--- src/shared/dat_pkg.sv ---
// Constants shared by the digitizer acquisition timing engine.
// Assumes a single timebase clock domain and a plain register port.
package dat_pkg;

  // ----------------------------------------------------------------------
  // Register offsets
  // ----------------------------------------------------------------------
  localparam logic [3:0] DAT_REG_CTRL     = 4'h0;
  localparam logic [3:0] DAT_REG_INTERVAL = 4'h1;
  localparam logic [3:0] DAT_REG_COUNT    = 4'h2;
  localparam logic [3:0] DAT_REG_DELAY    = 4'h3;
  localparam logic [3:0] DAT_REG_RETRIG   = 4'h4;
  localparam logic [3:0] DAT_REG_STATUS   = 4'h5;
  localparam logic [3:0] DAT_REG_CAPTURED = 4'h6;
  localparam logic [3:0] DAT_REG_TRACES   = 4'h7;

  // ----------------------------------------------------------------------
  // Control register fields
  // ----------------------------------------------------------------------
  localparam int DAT_CTRL_START_BIT   = 0;  // Write one: arm acquisition.
  localparam int DAT_CTRL_SWTRIG_BIT  = 1;  // Write one: software trigger.
  localparam int DAT_CTRL_ABORT_BIT   = 2;  // Write one: return to idle.
  localparam int DAT_CTRL_EXTEN_BIT   = 3;  // External trigger input enable.
  localparam int DAT_CTRL_EXTPOL_BIT  = 4;  // One selects falling edge.
  localparam int DAT_CTRL_SYNCIN_BIT  = 5;  // Sync pin acts as trigger source.
  localparam int DAT_CTRL_SYNCOUT_BIT = 6;  // Sync pin driven by this card.
  localparam int DAT_CTRL_DELAYED_BIT = 7;  // Delayed trigger mode.
  localparam int DAT_CTRL_WIDTH       = 8;

  // ----------------------------------------------------------------------
  // Status register fields
  // ----------------------------------------------------------------------
  localparam int DAT_STAT_STATE_LSB = 0;   // Four one-hot state bits.
  localparam int DAT_STAT_EMPTY_BIT = 4;
  localparam int DAT_STAT_FULL_BIT  = 5;
  localparam int DAT_STAT_CARD_LSB  = 8;   // Four card number bits.
  localparam int DAT_STAT_RECOV_BIT = 12;

  // ----------------------------------------------------------------------
  // Reset values
  // ----------------------------------------------------------------------
  localparam logic [15:0] DAT_INTERVAL_RST = 16'h0001;
  localparam logic [31:0] DAT_COUNT_RST    = 32'h0000_0100;
  localparam logic [15:0] DAT_DELAY_RST    = 16'h0001;
  localparam logic [30:0] DAT_RETRIG_RST   = 31'h0000_0001;
  localparam logic [DAT_CTRL_WIDTH-1:0] DAT_CTRL_RST = 8'h00;

  // ----------------------------------------------------------------------
  // Engine states
  // ----------------------------------------------------------------------
  typedef enum logic [3:0] {
    DAT_IDLE    = 4'b0001,
    DAT_ARMED   = 4'b0010,
    DAT_DELAY   = 4'b0100,
    DAT_CAPTURE = 4'b1000
  } dat_state_t;

endpackage

--- src/hw/dat_engine.sv ---
// Acquisition timing engine: trigger selection, delay, interval pacing,
// sample counting, retrigger handling and an onboard sample FIFO.
// Assumes all inputs are synchronous to core_clk_in, the timebase clock.
//
// Our own choices: the strobed register port and the register addresses.
`timescale 1ns/1ns
`default_nettype none

module dat_engine
  import dat_pkg::*;
#(
  parameter int DATA_W  = 64,   // Four 16-bit channels per sample.
  parameter int DEPTH_W = 4     // FIFO holds 2**DEPTH_W samples.
) (
  input  wire logic              core_clk_in,           // Timebase clock.
  input  wire logic              rstn_in,               // Async reset, low.
  input  wire logic [3:0]        reg_addr_in,           // Register index.
  input  wire logic [31:0]       reg_wdata_in,          // Write data.
  input  wire logic              reg_wr_in,             // Write strobe.
  input  wire logic              reg_rd_in,             // Read strobe.
  output logic      [31:0]       reg_rdata_out,         // Read data.
  input  wire logic [DATA_W-1:0] adc_data_in,           // Converted sample.
  input  wire logic              external_trigger_input_in, // Front trigger.
  input  wire logic              sync_bus_trigger_pin_in,   // Pin level.
  output logic                   sync_bus_trigger_pin_out,  // Pin drive.
  output logic                   sync_bus_trigger_pin_oe_out, // Drive enable.
  input  wire logic [3:0]        card_switch_in,        // Slider 1 at bit 3.
  input  wire logic              flash_config_switch_in, // On is one.
  output logic                   recovery_boot_out,     // Recovery selected.
  output logic [DATA_W-1:0]      dma_data_out,          // Head sample.
  output logic                   dma_valid_out,         // Head is valid.
  input  wire logic              dma_ready_in,          // DMA accepts head.
  output logic                   sample_strobe_out      // Sample taken.
);

  localparam int DEPTH = 1 << DEPTH_W;

  // ----------------------------------------------------------------------
  // State
  // ----------------------------------------------------------------------
  dat_state_t          state_reg, state_next;
  logic [DAT_CTRL_WIDTH-1:0] ctrl_reg, ctrl_next;
  logic [15:0]         interval_reg, interval_next;
  logic [31:0]         count_reg, count_next;
  logic [15:0]         delay_reg, delay_next;
  logic [30:0]         retrig_reg, retrig_next;
  logic [15:0]         tick_reg, tick_next;
  logic [31:0]         captured_reg, captured_next;
  logic [30:0]         traces_reg, traces_next;
  logic                ext_q_reg, sync_q_reg;
  logic                trig_pulse_reg, trig_pulse_next;
  logic                strobe_reg, strobe_next;
  logic [31:0]         rdata_reg, rdata_next;
  logic [3:0]          card_reg;
  logic                recov_reg;
  logic [DATA_W-1:0]   mem [DEPTH];
  logic [DEPTH_W:0]    wptr_reg, wptr_next, rptr_reg, rptr_next;
  logic [DATA_W-1:0]   head_reg;
  logic                hvalid_reg, hvalid_next;

  // Trigger sources and control decode.
  logic ext_edge, sync_edge, trig_event, start_cmd, abort_cmd, sw_trig;
  logic fifo_empty, fifo_full, do_write, do_read, take;
  logic ctrl_wr;

  assign ctrl_wr   = reg_wr_in && (reg_addr_in == DAT_REG_CTRL);
  assign start_cmd = ctrl_wr && reg_wdata_in[DAT_CTRL_START_BIT];
  assign abort_cmd = ctrl_wr && reg_wdata_in[DAT_CTRL_ABORT_BIT];
  assign sw_trig   = ctrl_wr && reg_wdata_in[DAT_CTRL_SWTRIG_BIT];

  // Edge detection on the external input follows the selected polarity.
  assign ext_edge = ctrl_reg[DAT_CTRL_EXTEN_BIT] &&
                    (ctrl_reg[DAT_CTRL_EXTPOL_BIT] ?
                     (ext_q_reg && !external_trigger_input_in) :
                     (!ext_q_reg && external_trigger_input_in));
  // The sync pin only triggers on a rising edge when it is an input.
  assign sync_edge = ctrl_reg[DAT_CTRL_SYNCIN_BIT] &&
                     !ctrl_reg[DAT_CTRL_SYNCOUT_BIT] &&
                     !sync_q_reg && sync_bus_trigger_pin_in;
  assign trig_event = sw_trig || ext_edge || sync_edge;

  // ----------------------------------------------------------------------
  // Register file
  // ----------------------------------------------------------------------
  // Software writes configuration; divider and delay zero are clamped to one.
  always_comb begin
    ctrl_next     = ctrl_reg;
    interval_next = interval_reg;
    count_next    = count_reg;
    delay_next    = delay_reg;
    retrig_next   = retrig_reg;
    if (reg_wr_in) begin
      unique case (reg_addr_in)
        DAT_REG_CTRL: begin
          ctrl_next = reg_wdata_in[DAT_CTRL_WIDTH-1:0];
          ctrl_next[DAT_CTRL_START_BIT]  = 1'b0;
          ctrl_next[DAT_CTRL_SWTRIG_BIT] = 1'b0;
          ctrl_next[DAT_CTRL_ABORT_BIT]  = 1'b0;
        end
        DAT_REG_INTERVAL: begin
          interval_next = (reg_wdata_in[15:0] == 16'h0000) ? 16'h0001
                          : reg_wdata_in[15:0];
        end
        DAT_REG_COUNT: begin
          // A full 32-bit value allows up to 4294967295 samples per trace.
          count_next = (reg_wdata_in == 32'h0000_0000) ? 32'h0000_0001
                       : reg_wdata_in;
        end
        DAT_REG_DELAY: begin
          delay_next = (reg_wdata_in[15:0] == 16'h0000) ? 16'h0001
                       : reg_wdata_in[15:0];
        end
        DAT_REG_RETRIG: begin
          retrig_next = (reg_wdata_in[30:0] == 31'h0000_0000) ? 31'h0000_0001
                        : reg_wdata_in[30:0];
        end
        default: begin
        end
      endcase
    end
  end

  // Read mux; unmapped addresses return zero.
  always_comb begin
    rdata_next = rdata_reg;
    if (reg_rd_in) begin
      rdata_next = 32'h0000_0000;
      unique case (reg_addr_in)
        DAT_REG_CTRL:     rdata_next[DAT_CTRL_WIDTH-1:0] = ctrl_reg;
        DAT_REG_INTERVAL: rdata_next[15:0] = interval_reg;
        DAT_REG_COUNT:    rdata_next = count_reg;
        DAT_REG_DELAY:    rdata_next[15:0] = delay_reg;
        DAT_REG_RETRIG:   rdata_next[30:0] = retrig_reg;
        DAT_REG_STATUS: begin
          rdata_next[DAT_STAT_STATE_LSB +: 4] = state_reg;
          rdata_next[DAT_STAT_EMPTY_BIT] = fifo_empty;
          rdata_next[DAT_STAT_FULL_BIT]  = fifo_full;
          rdata_next[DAT_STAT_CARD_LSB +: 4] = card_reg;
          rdata_next[DAT_STAT_RECOV_BIT] = recov_reg;
        end
        DAT_REG_CAPTURED: rdata_next = captured_reg;
        DAT_REG_TRACES:   rdata_next[30:0] = traces_reg;
        default:          rdata_next = 32'h0000_0000;
      endcase
    end
  end

  // ----------------------------------------------------------------------
  // Acquisition state machine
  // ----------------------------------------------------------------------
  // Triggers are only seen in ARMED, so those landing inside a trace or its
  // delay are ignored; the minimum spacing follows from the trace length.
  always_comb begin
    state_next      = state_reg;
    tick_next       = tick_reg;
    captured_next   = captured_reg;
    traces_next     = traces_reg;
    trig_pulse_next = 1'b0;
    strobe_next     = 1'b0;
    take            = 1'b0;
    if (abort_cmd) begin
      state_next = DAT_IDLE;
    end else begin
      unique case (state_reg)
        DAT_IDLE: begin
          if (start_cmd) begin
            state_next    = DAT_ARMED;
            captured_next = 32'h0000_0000;
            traces_next   = 31'h0000_0000;
          end
        end
        DAT_ARMED: begin
          if (trig_event) begin
            trig_pulse_next = 1'b1;
            tick_next       = 16'h0001;
            if (ctrl_reg[DAT_CTRL_DELAYED_BIT]) begin
              state_next = DAT_DELAY;
            end else begin
              state_next = DAT_CAPTURE;
              tick_next  = 16'h0000;
            end
          end
        end
        DAT_DELAY: begin
          // One timebase period per delay count.
          if (tick_reg >= delay_reg) begin
            state_next = DAT_CAPTURE;
            tick_next  = 16'h0000;
          end else begin
            tick_next = tick_reg + 16'h0001;
          end
        end
        DAT_CAPTURE: begin
          // Interval counter paces samples; divider one samples every cycle.
          if (tick_reg == 16'h0000) begin
            take          = !fifo_full;
            strobe_next   = 1'b1;
            captured_next = captured_reg + 32'h0000_0001;
            if (captured_next == count_reg) begin
              traces_next = traces_reg + 31'h0000_0001;
              state_next  = (traces_next == retrig_reg) ? DAT_IDLE
                            : DAT_ARMED;
              captured_next = 32'h0000_0000;
            end
          end
          tick_next = (tick_reg + 16'h0001 >= interval_reg) ? 16'h0000
                      : tick_reg + 16'h0001;
        end
        default: state_next = DAT_IDLE;
      endcase
    end
  end

  // ----------------------------------------------------------------------
  // Sample FIFO with a registered head toward DMA
  // ----------------------------------------------------------------------
  assign fifo_empty = (wptr_reg == rptr_reg);
  assign fifo_full  = (wptr_reg[DEPTH_W] != rptr_reg[DEPTH_W]) &&
                      (wptr_reg[DEPTH_W-1:0] == rptr_reg[DEPTH_W-1:0]);
  assign do_write   = take;
  assign do_read    = !fifo_empty && (!hvalid_reg || dma_ready_in);

  // Pointer and head-valid update.
  always_comb begin
    wptr_next   = do_write ? wptr_reg + 1'b1 : wptr_reg;
    rptr_next   = do_read ? rptr_reg + 1'b1 : rptr_reg;
    hvalid_next = do_read ? 1'b1 : (dma_ready_in ? 1'b0 : hvalid_reg);
  end

  // Sample storage; no reset needed on data.
  always_ff @(posedge core_clk_in) begin
    if (do_write) begin
      mem[wptr_reg[DEPTH_W-1:0]] <= adc_data_in;
    end
    if (do_read) begin
      head_reg <= mem[rptr_reg[DEPTH_W-1:0]];
    end
  end

  // ----------------------------------------------------------------------
  // Registers
  // ----------------------------------------------------------------------
  // All control state.
  always_ff @(posedge core_clk_in or negedge rstn_in) begin
    if (!rstn_in) begin
      state_reg      <= DAT_IDLE;
      ctrl_reg       <= DAT_CTRL_RST;
      interval_reg   <= DAT_INTERVAL_RST;
      count_reg      <= DAT_COUNT_RST;
      delay_reg      <= DAT_DELAY_RST;
      retrig_reg     <= DAT_RETRIG_RST;
      tick_reg       <= 16'h0000;
      captured_reg   <= 32'h0000_0000;
      traces_reg     <= 31'h0000_0000;
      ext_q_reg      <= 1'b0;
      sync_q_reg     <= 1'b0;
      trig_pulse_reg <= 1'b0;
      strobe_reg     <= 1'b0;
      rdata_reg      <= 32'h0000_0000;
      card_reg       <= 4'hF;
      recov_reg      <= 1'b0;
      wptr_reg       <= '0;
      rptr_reg       <= '0;
      hvalid_reg     <= 1'b0;
    end else begin
      state_reg      <= state_next;
      ctrl_reg       <= ctrl_next;
      interval_reg   <= interval_next;
      count_reg      <= count_next;
      delay_reg      <= delay_next;
      retrig_reg     <= retrig_next;
      tick_reg       <= tick_next;
      captured_reg   <= captured_next;
      traces_reg     <= traces_next;
      ext_q_reg      <= external_trigger_input_in;
      sync_q_reg     <= sync_bus_trigger_pin_in;
      trig_pulse_reg <= trig_pulse_next;
      strobe_reg     <= strobe_next;
      rdata_reg      <= rdata_next;
      card_reg       <= card_switch_in;
      recov_reg      <= flash_config_switch_in;
      wptr_reg       <= wptr_next;
      rptr_reg       <= rptr_next;
      hvalid_reg     <= hvalid_next;
    end
  end

  // Outputs straight from flip-flops. Driving only when set as output keeps
  // a single source on the shared line.
  assign reg_rdata_out               = rdata_reg;
  assign sync_bus_trigger_pin_out    = trig_pulse_reg;
  assign sync_bus_trigger_pin_oe_out = ctrl_reg[DAT_CTRL_SYNCOUT_BIT];
  assign recovery_boot_out           = recov_reg;
  assign dma_data_out                = head_reg;
  assign dma_valid_out               = hvalid_reg;
  assign sample_strobe_out           = strobe_reg;

endmodule

`default_nettype wire

--- config.mk ---
export PLATFORM = sky130hd
export DESIGN_NAME = dat_engine
export DESIGN_NICKNAME = d
export VERILOG_FILES = /design/src/shared/dat_pkg.sv /design/src/hw/dat_engine.sv
export SDC_FILE = /design/constraint.sdc
export NUM_CORES = 2
export LEC_CHECK = 0
export BUFFER_PORTS_ARGS = -buffer_cell sky130_fd_sc_hd__clkbuf_2
export CORE_ASPECT_RATIO = 0.7
export CORE_UTILIZATION = 60
export CTS_BUF_LIST = sky130_fd_sc_hd__clkbuf_2 sky130_fd_sc_hd__clkbuf_4 sky130_fd_sc_hd__clkbuf_8
export CTS_CLUSTER_DIAMETER = 150
export CTS_CLUSTER_SIZE = 20
export DETAILED_ROUTE_END_ITERATION = 16
export PLACE_DENSITY_LB_ADDON = 0.08
export SLEW_MARGIN = 20
export SYNTH_ARGS = -nofsm -noshare
export SYNTH_HDL_FRONTEND = slang
export SYNTH_SLANG_ARGS = --single-unit
--- constraint.sdc ---
create_clock -name core_clk_in -period 11 [get_ports core_clk_in]
set_clock_uncertainty 0.1 [all_clocks]
set_input_delay 1.1 -clock core_clk_in [delete_from_list [all_inputs] [get_ports core_clk_in]]
set_output_delay 1.1 -clock core_clk_in [all_outputs]
set_load 0.02 [all_outputs]
==> reports/summary.md <==
The flow ran to the end, and the final reports show no timing, DRC or antenna violations. TritonCTS built the clock tree. Setup repair after global routing left no endpoint under its margin. The accumulated negative setup slack was 0 ns; the sequential-to-total area share from yosys stat was 70.37%. Placed instance area: 57360 um^2. Summed over all layers, the global routing overflow is 0. The signal on the critical path passes through inv_1 > ha_1 > nor4b_1 > nand4_1 > or3_1 > nor2_1 > nand2_1 > nor2_4 > buf_4. During I/O placement, the number of pins put on the boundary was 213.

The length of the first detailed-routing pass in iterations came out at 6. The number of nets in the finished design is 3352, and the total DRC errors in the routed layout is 0. For the number of max-capacitance violations reported, the log shows 0.

Cell class contributing the biggest share of worst-path delay: simple AND/OR/NAND/NOR gates. Arrival time of the worst setup path: 5.69 ns. Capturing element type of the critical path: a flop. For this configuration, the core starts out at a cell density of 60.72%. The clock reaches the later pin of the worst-skew pair after 0.77 ns. CTS root buffer: sky130_fd_sc_hd__clkbuf_8.

After clock tree synthesis, the clock-pin slew on the worst setup and hold paths is 0.13 ns. The areal power density over the cells came out at 200.8 nW/um^2. After layout, the minimum clock period comes to 5.418 ns. The fraction of synthesized cell area taken by the top area cell type was 59.62%. The number of synthesized flops with an enable pin came out at 1088. The worst-case IR drop observed on VDD is 0.1655 mV. Buffers added to address setup during post-CTS repair amount to 0. The cell with the largest stage delay on the worst path is sky130_fd_sc_hd__nor2_4. The startpoint identified for the worst register-to-register timing path is tick_reg[0]. In this run the horizontal extent of the chip is 363.2 um. In the final layout, the multi-input gates occupy 15300 um^2. For the worst setup path, the data required time is 11.27 ns. Average via count per standard cell: 6.759. The leakage power is 19.66 nW. Counting every instance in the synthesized netlist gives 3045.

Dividing the detail-routed wire length by the instance count gives 30.28 um. After floorplanning, the core was divided into 92 placement rows. The worst path uses 49.25% of the clock period. The run gives 0 as the total of endpoints with negative setup slack in the final report.

At the pin with the least slew margin, the transition time is 1.115 ns. The number of nets with antenna violations after detailed routing is 0. The worst register-to-register path has a depth of 9.

Synthesis inferred 1323 register bits. After clock tree synthesis, the flow added hold-fix buffers numbering 0. Post-synthesis to final-layout area growth: 7.147%. Of all cell types, the one taking the most synthesized area is sky130_fd_sc_hd__edfxtp_1. Post-route standard cell area excluding fillers: 58710 um^2. The critical path contains buffers and inverters numbering 2 combined.

Summing all flip-flop and latch instances after layout gives 38580 um^2. Entering global routing, the biggest net connects 110 pins. The worst hold path belongs to the class primary input to asynchronous set/reset pin. Of the total synthesized cell area, the portion taken by AND, OR, NAND and NOR gates is 4.589%. In this run the register-to-register setup slack is 5.58 ns. The fraction of the mapped netlist area in compound gates is 5.016%, and the number of filler instances in the final layout is 6158. The achievable frequency came out at 0.1846 GHz.

The maximum level of the CTS H-tree is 3, and the count of clock tree sinks is 1323. The number of vias in the routed layout was 30120. Yosys attributes the largest share of cell area to sky130_fd_sc_hd__edfxtp_1 60%, sky130_fd_sc_hd__mux4_2 13%, sky130_fd_sc_hd__dfrtp_1 10%. In this run the mean area of a mapped cell was 18.00 um^2. The HPWL reported at the end of detailed placement was 84.86 mm; the area of the core region was 90250 um^2.

In this run the tool buffered the top-level ports with 212 buffer cells. The commonest register cell after synthesis is sky130_fd_sc_hd__edfxtp_1. Summing the areas of all xor and xnor instances in the mapped netlist gives 1.692% of the synthesized area. The initial antenna violation count was 7; the die outline area was 92560 um^2. Global routing used 29.64% of the available tracks across all layers. The via count of the first global-routing pass was 29020; the number of flip-flops under the largest register name was 1024.

The run gives 4276 as the number of design-rule violations left by the first detailed-router iteration. The adder and majority cell fraction of the synthesized area is 0.9544%. The first global-routing pass estimated 198.3 mm of wire. The multiplexer area fraction after synthesis is 15.37%. The Yosys step of the flow raised 0 warnings. Wires add up to 134.9 mm.

In this run the deepest clock path goes through 3 buffers. The combinational family with the most area after synthesis is multiplexers. The tools report the netlist area before placement as 54800 um^2. The worst setup path is launched from a flop. Of the cells placed in the final design, the portion with a size suffix greater than 1 is 26.40%. The number of buffers created by CTS came out at 76.

The netlist uses 83 different library cells. The run gives 0.9515 as the placer's final routability congestion estimate. The worst setup path is of the flop to flop kind.

The number of gates resized after CTS came out at 0. The tools report the endpoint of the worst register-to-register path as mem[13][1]. The total number of cells along the worst setup path came out at 9.

Of all flip-flops after synthesis, the portion carrying an async set or reset was 17.76%. The count of final max-slew check failures came out at 0. The max-slew headroom at the worst pin came out at 24.98%.

Synthesis produced a netlist with a net count of 3198. In this run the worst path has a maximum fanout of 34. The largest single stage delay on the critical path is 0.89 ns. In this run the vertical extent of the chip is 254.8 um.

For the number of endpoints with negative hold slack in the final report, the log shows 0.
stage by stage:
stage,worst slack [ns],instances,total power (W),util (%),hold slack (ns)
floorplan,3.324,3045,0.008547,-,0.3619
global route,5.426,4456,0.01225,65.06,0.2691
finish,5.582,4456,0.01179,65.06,0.2836
detailed placement,5.772,4343,0.009686,63.56,0.3834
CTS,5.715,4453,0.01187,65.04,0.2514
global placement,5.579,4335,0.009641,63.32,0.3810
cells in the mapped netlist (8+ instances only):
master                     count
sky130_fd_sc_hd__and3_1       30
sky130_fd_sc_hd__dfstp_2       9
sky130_fd_sc_hd__mux4_2      320
sky130_fd_sc_hd__clkbuf_1    134
sky130_fd_sc_hd__nand3_1      52
sky130_fd_sc_hd__a21o_1       18
sky130_fd_sc_hd__nor2_1       90
sky130_fd_sc_hd__nand2b_1     23
sky130_fd_sc_hd__a31oi_1      59
sky130_fd_sc_hd__inv_1        82
sky130_fd_sc_hd__a22oi_1      40
sky130_fd_sc_hd__xor2_1       37
sky130_fd_sc_hd__a221oi_1     19
sky130_fd_sc_hd__ha_1         41
sky130_fd_sc_hd__a222oi_1     10
sky130_fd_sc_hd__a22o_1       27
sky130_fd_sc_hd__mux2i_1       9
sky130_fd_sc_hd__dfrtp_1     226
sky130_fd_sc_hd__buf_2        13
sky130_fd_sc_hd__nor2b_1      16
sky130_fd_sc_hd__nand2_1     107
sky130_fd_sc_hd__o22ai_1      24
sky130_fd_sc_hd__mux2_2      100
sky130_fd_sc_hd__o21ai_0      50
sky130_fd_sc_hd__nor3_1       39
sky130_fd_sc_hd__or3_1         8
sky130_fd_sc_hd__edfxtp_1   1088
sky130_fd_sc_hd__xnor2_1      67
sky130_fd_sc_hd__nor4_1       29
sky130_fd_sc_hd__a41oi_1      17
sky130_fd_sc_hd__nand4_1      36
sky130_fd_sc_hd__buf_1        34
sky130_fd_sc_hd__a21oi_1      62
placed cells by master (no fill, tap or decap), types with 67 or more instances in the layout:
cell type / n
sky130_fd_sc_hd__edfxtp_1: 1088
sky130_fd_sc_hd__mux4_2: 320
sky130_fd_sc_hd__dfrtp_1: 222
sky130_fd_sc_hd__clkbuf_2: 211
sky130_fd_sc_hd__nand2_1: 106
sky130_fd_sc_hd__mux2_2: 100
sky130_fd_sc_hd__inv_1: 82
sky130_fd_sc_hd__clkbuf_8: 79
sky130_fd_sc_hd__nor2_1: 76
sky130_fd_sc_hd__xnor2_1: 67
layer usage:
metal  up-vias  part of all wire (%)  track usage [%]
li1      12530                     -                -
met1     15900                    45            48.78
met2      1522                    43            41.27
met3       162                    10            6.075
met4         4                   1.8            5.955
met5         -                 0.016                0
cell type report:
| type | count | share of cell area (%) |
|---|---|---|
| tap | 1222 | 2.604 |
| antenna | 3 | 0.01279 |
| multi-input combinational | 1450 | 26.06 |
| timing repair buffer | 266 | 2.815 |
| inverter | 82 | 0.5242 |
| clock inverter | 5 | 0.09163 |
| clock buffer | 105 | 2.184 |
| sequential | 1323 | 65.71 |
worst reg2reg max path: stages, from the launching register on:
cell and delay, ns:
sky130_fd_sc_hd__dfrtp_1 0.45, sky130_fd_sc_hd__inv_1 0.12, sky130_fd_sc_hd__ha_1 0.17, sky130_fd_sc_hd__nor4b_1 0.39
sky130_fd_sc_hd__nand4_1 0.59, sky130_fd_sc_hd__or3_1 0.74, sky130_fd_sc_hd__nor2_1 0.55, sky130_fd_sc_hd__nand2_1 0.37
sky130_fd_sc_hd__nor2_4 0.89, sky130_fd_sc_hd__buf_4 0.66
power by group:
group	switching [W]	internal [W]	total, W
Clock	0.00146	0.000761	0.00222
Sequential	0.000424	0.00580	0.00622
Combinational	0.00172	0.00162	0.00334
how the worst max path moves through the flow:
| stage | slack (ns) | to | start |
|---|---|---|---|
| 2_1_floorplan | 3.32 | mem[3][0] | reg_addr_in[3] |
| 3_3_place_gp | 5.58 | mem[7][1] | reg_addr_in[0] |
| 3_5_place_dp | 5.77 | mem[12][51] | reg_addr_in[0] |
| 4_1_cts | 5.71 | mem[12][9] | tick_reg[0] |
| 5_1_grt | 5.43 | mem[13][1] | tick_reg[0] |
| 6_report | 5.58 | mem[13][1] | tick_reg[0] |
cell families (layout without fill, tap and decap cells):
group	count (synthesis)	count (layout)
compound gates	396	396
xor+xnor	105	105
fa+ha+maj	42	42
buf+inv	272	458
flops	1323	1323
mux	429	429
other cells	0	3
simple gates	478	478
(Power assumes the default switching activity.)
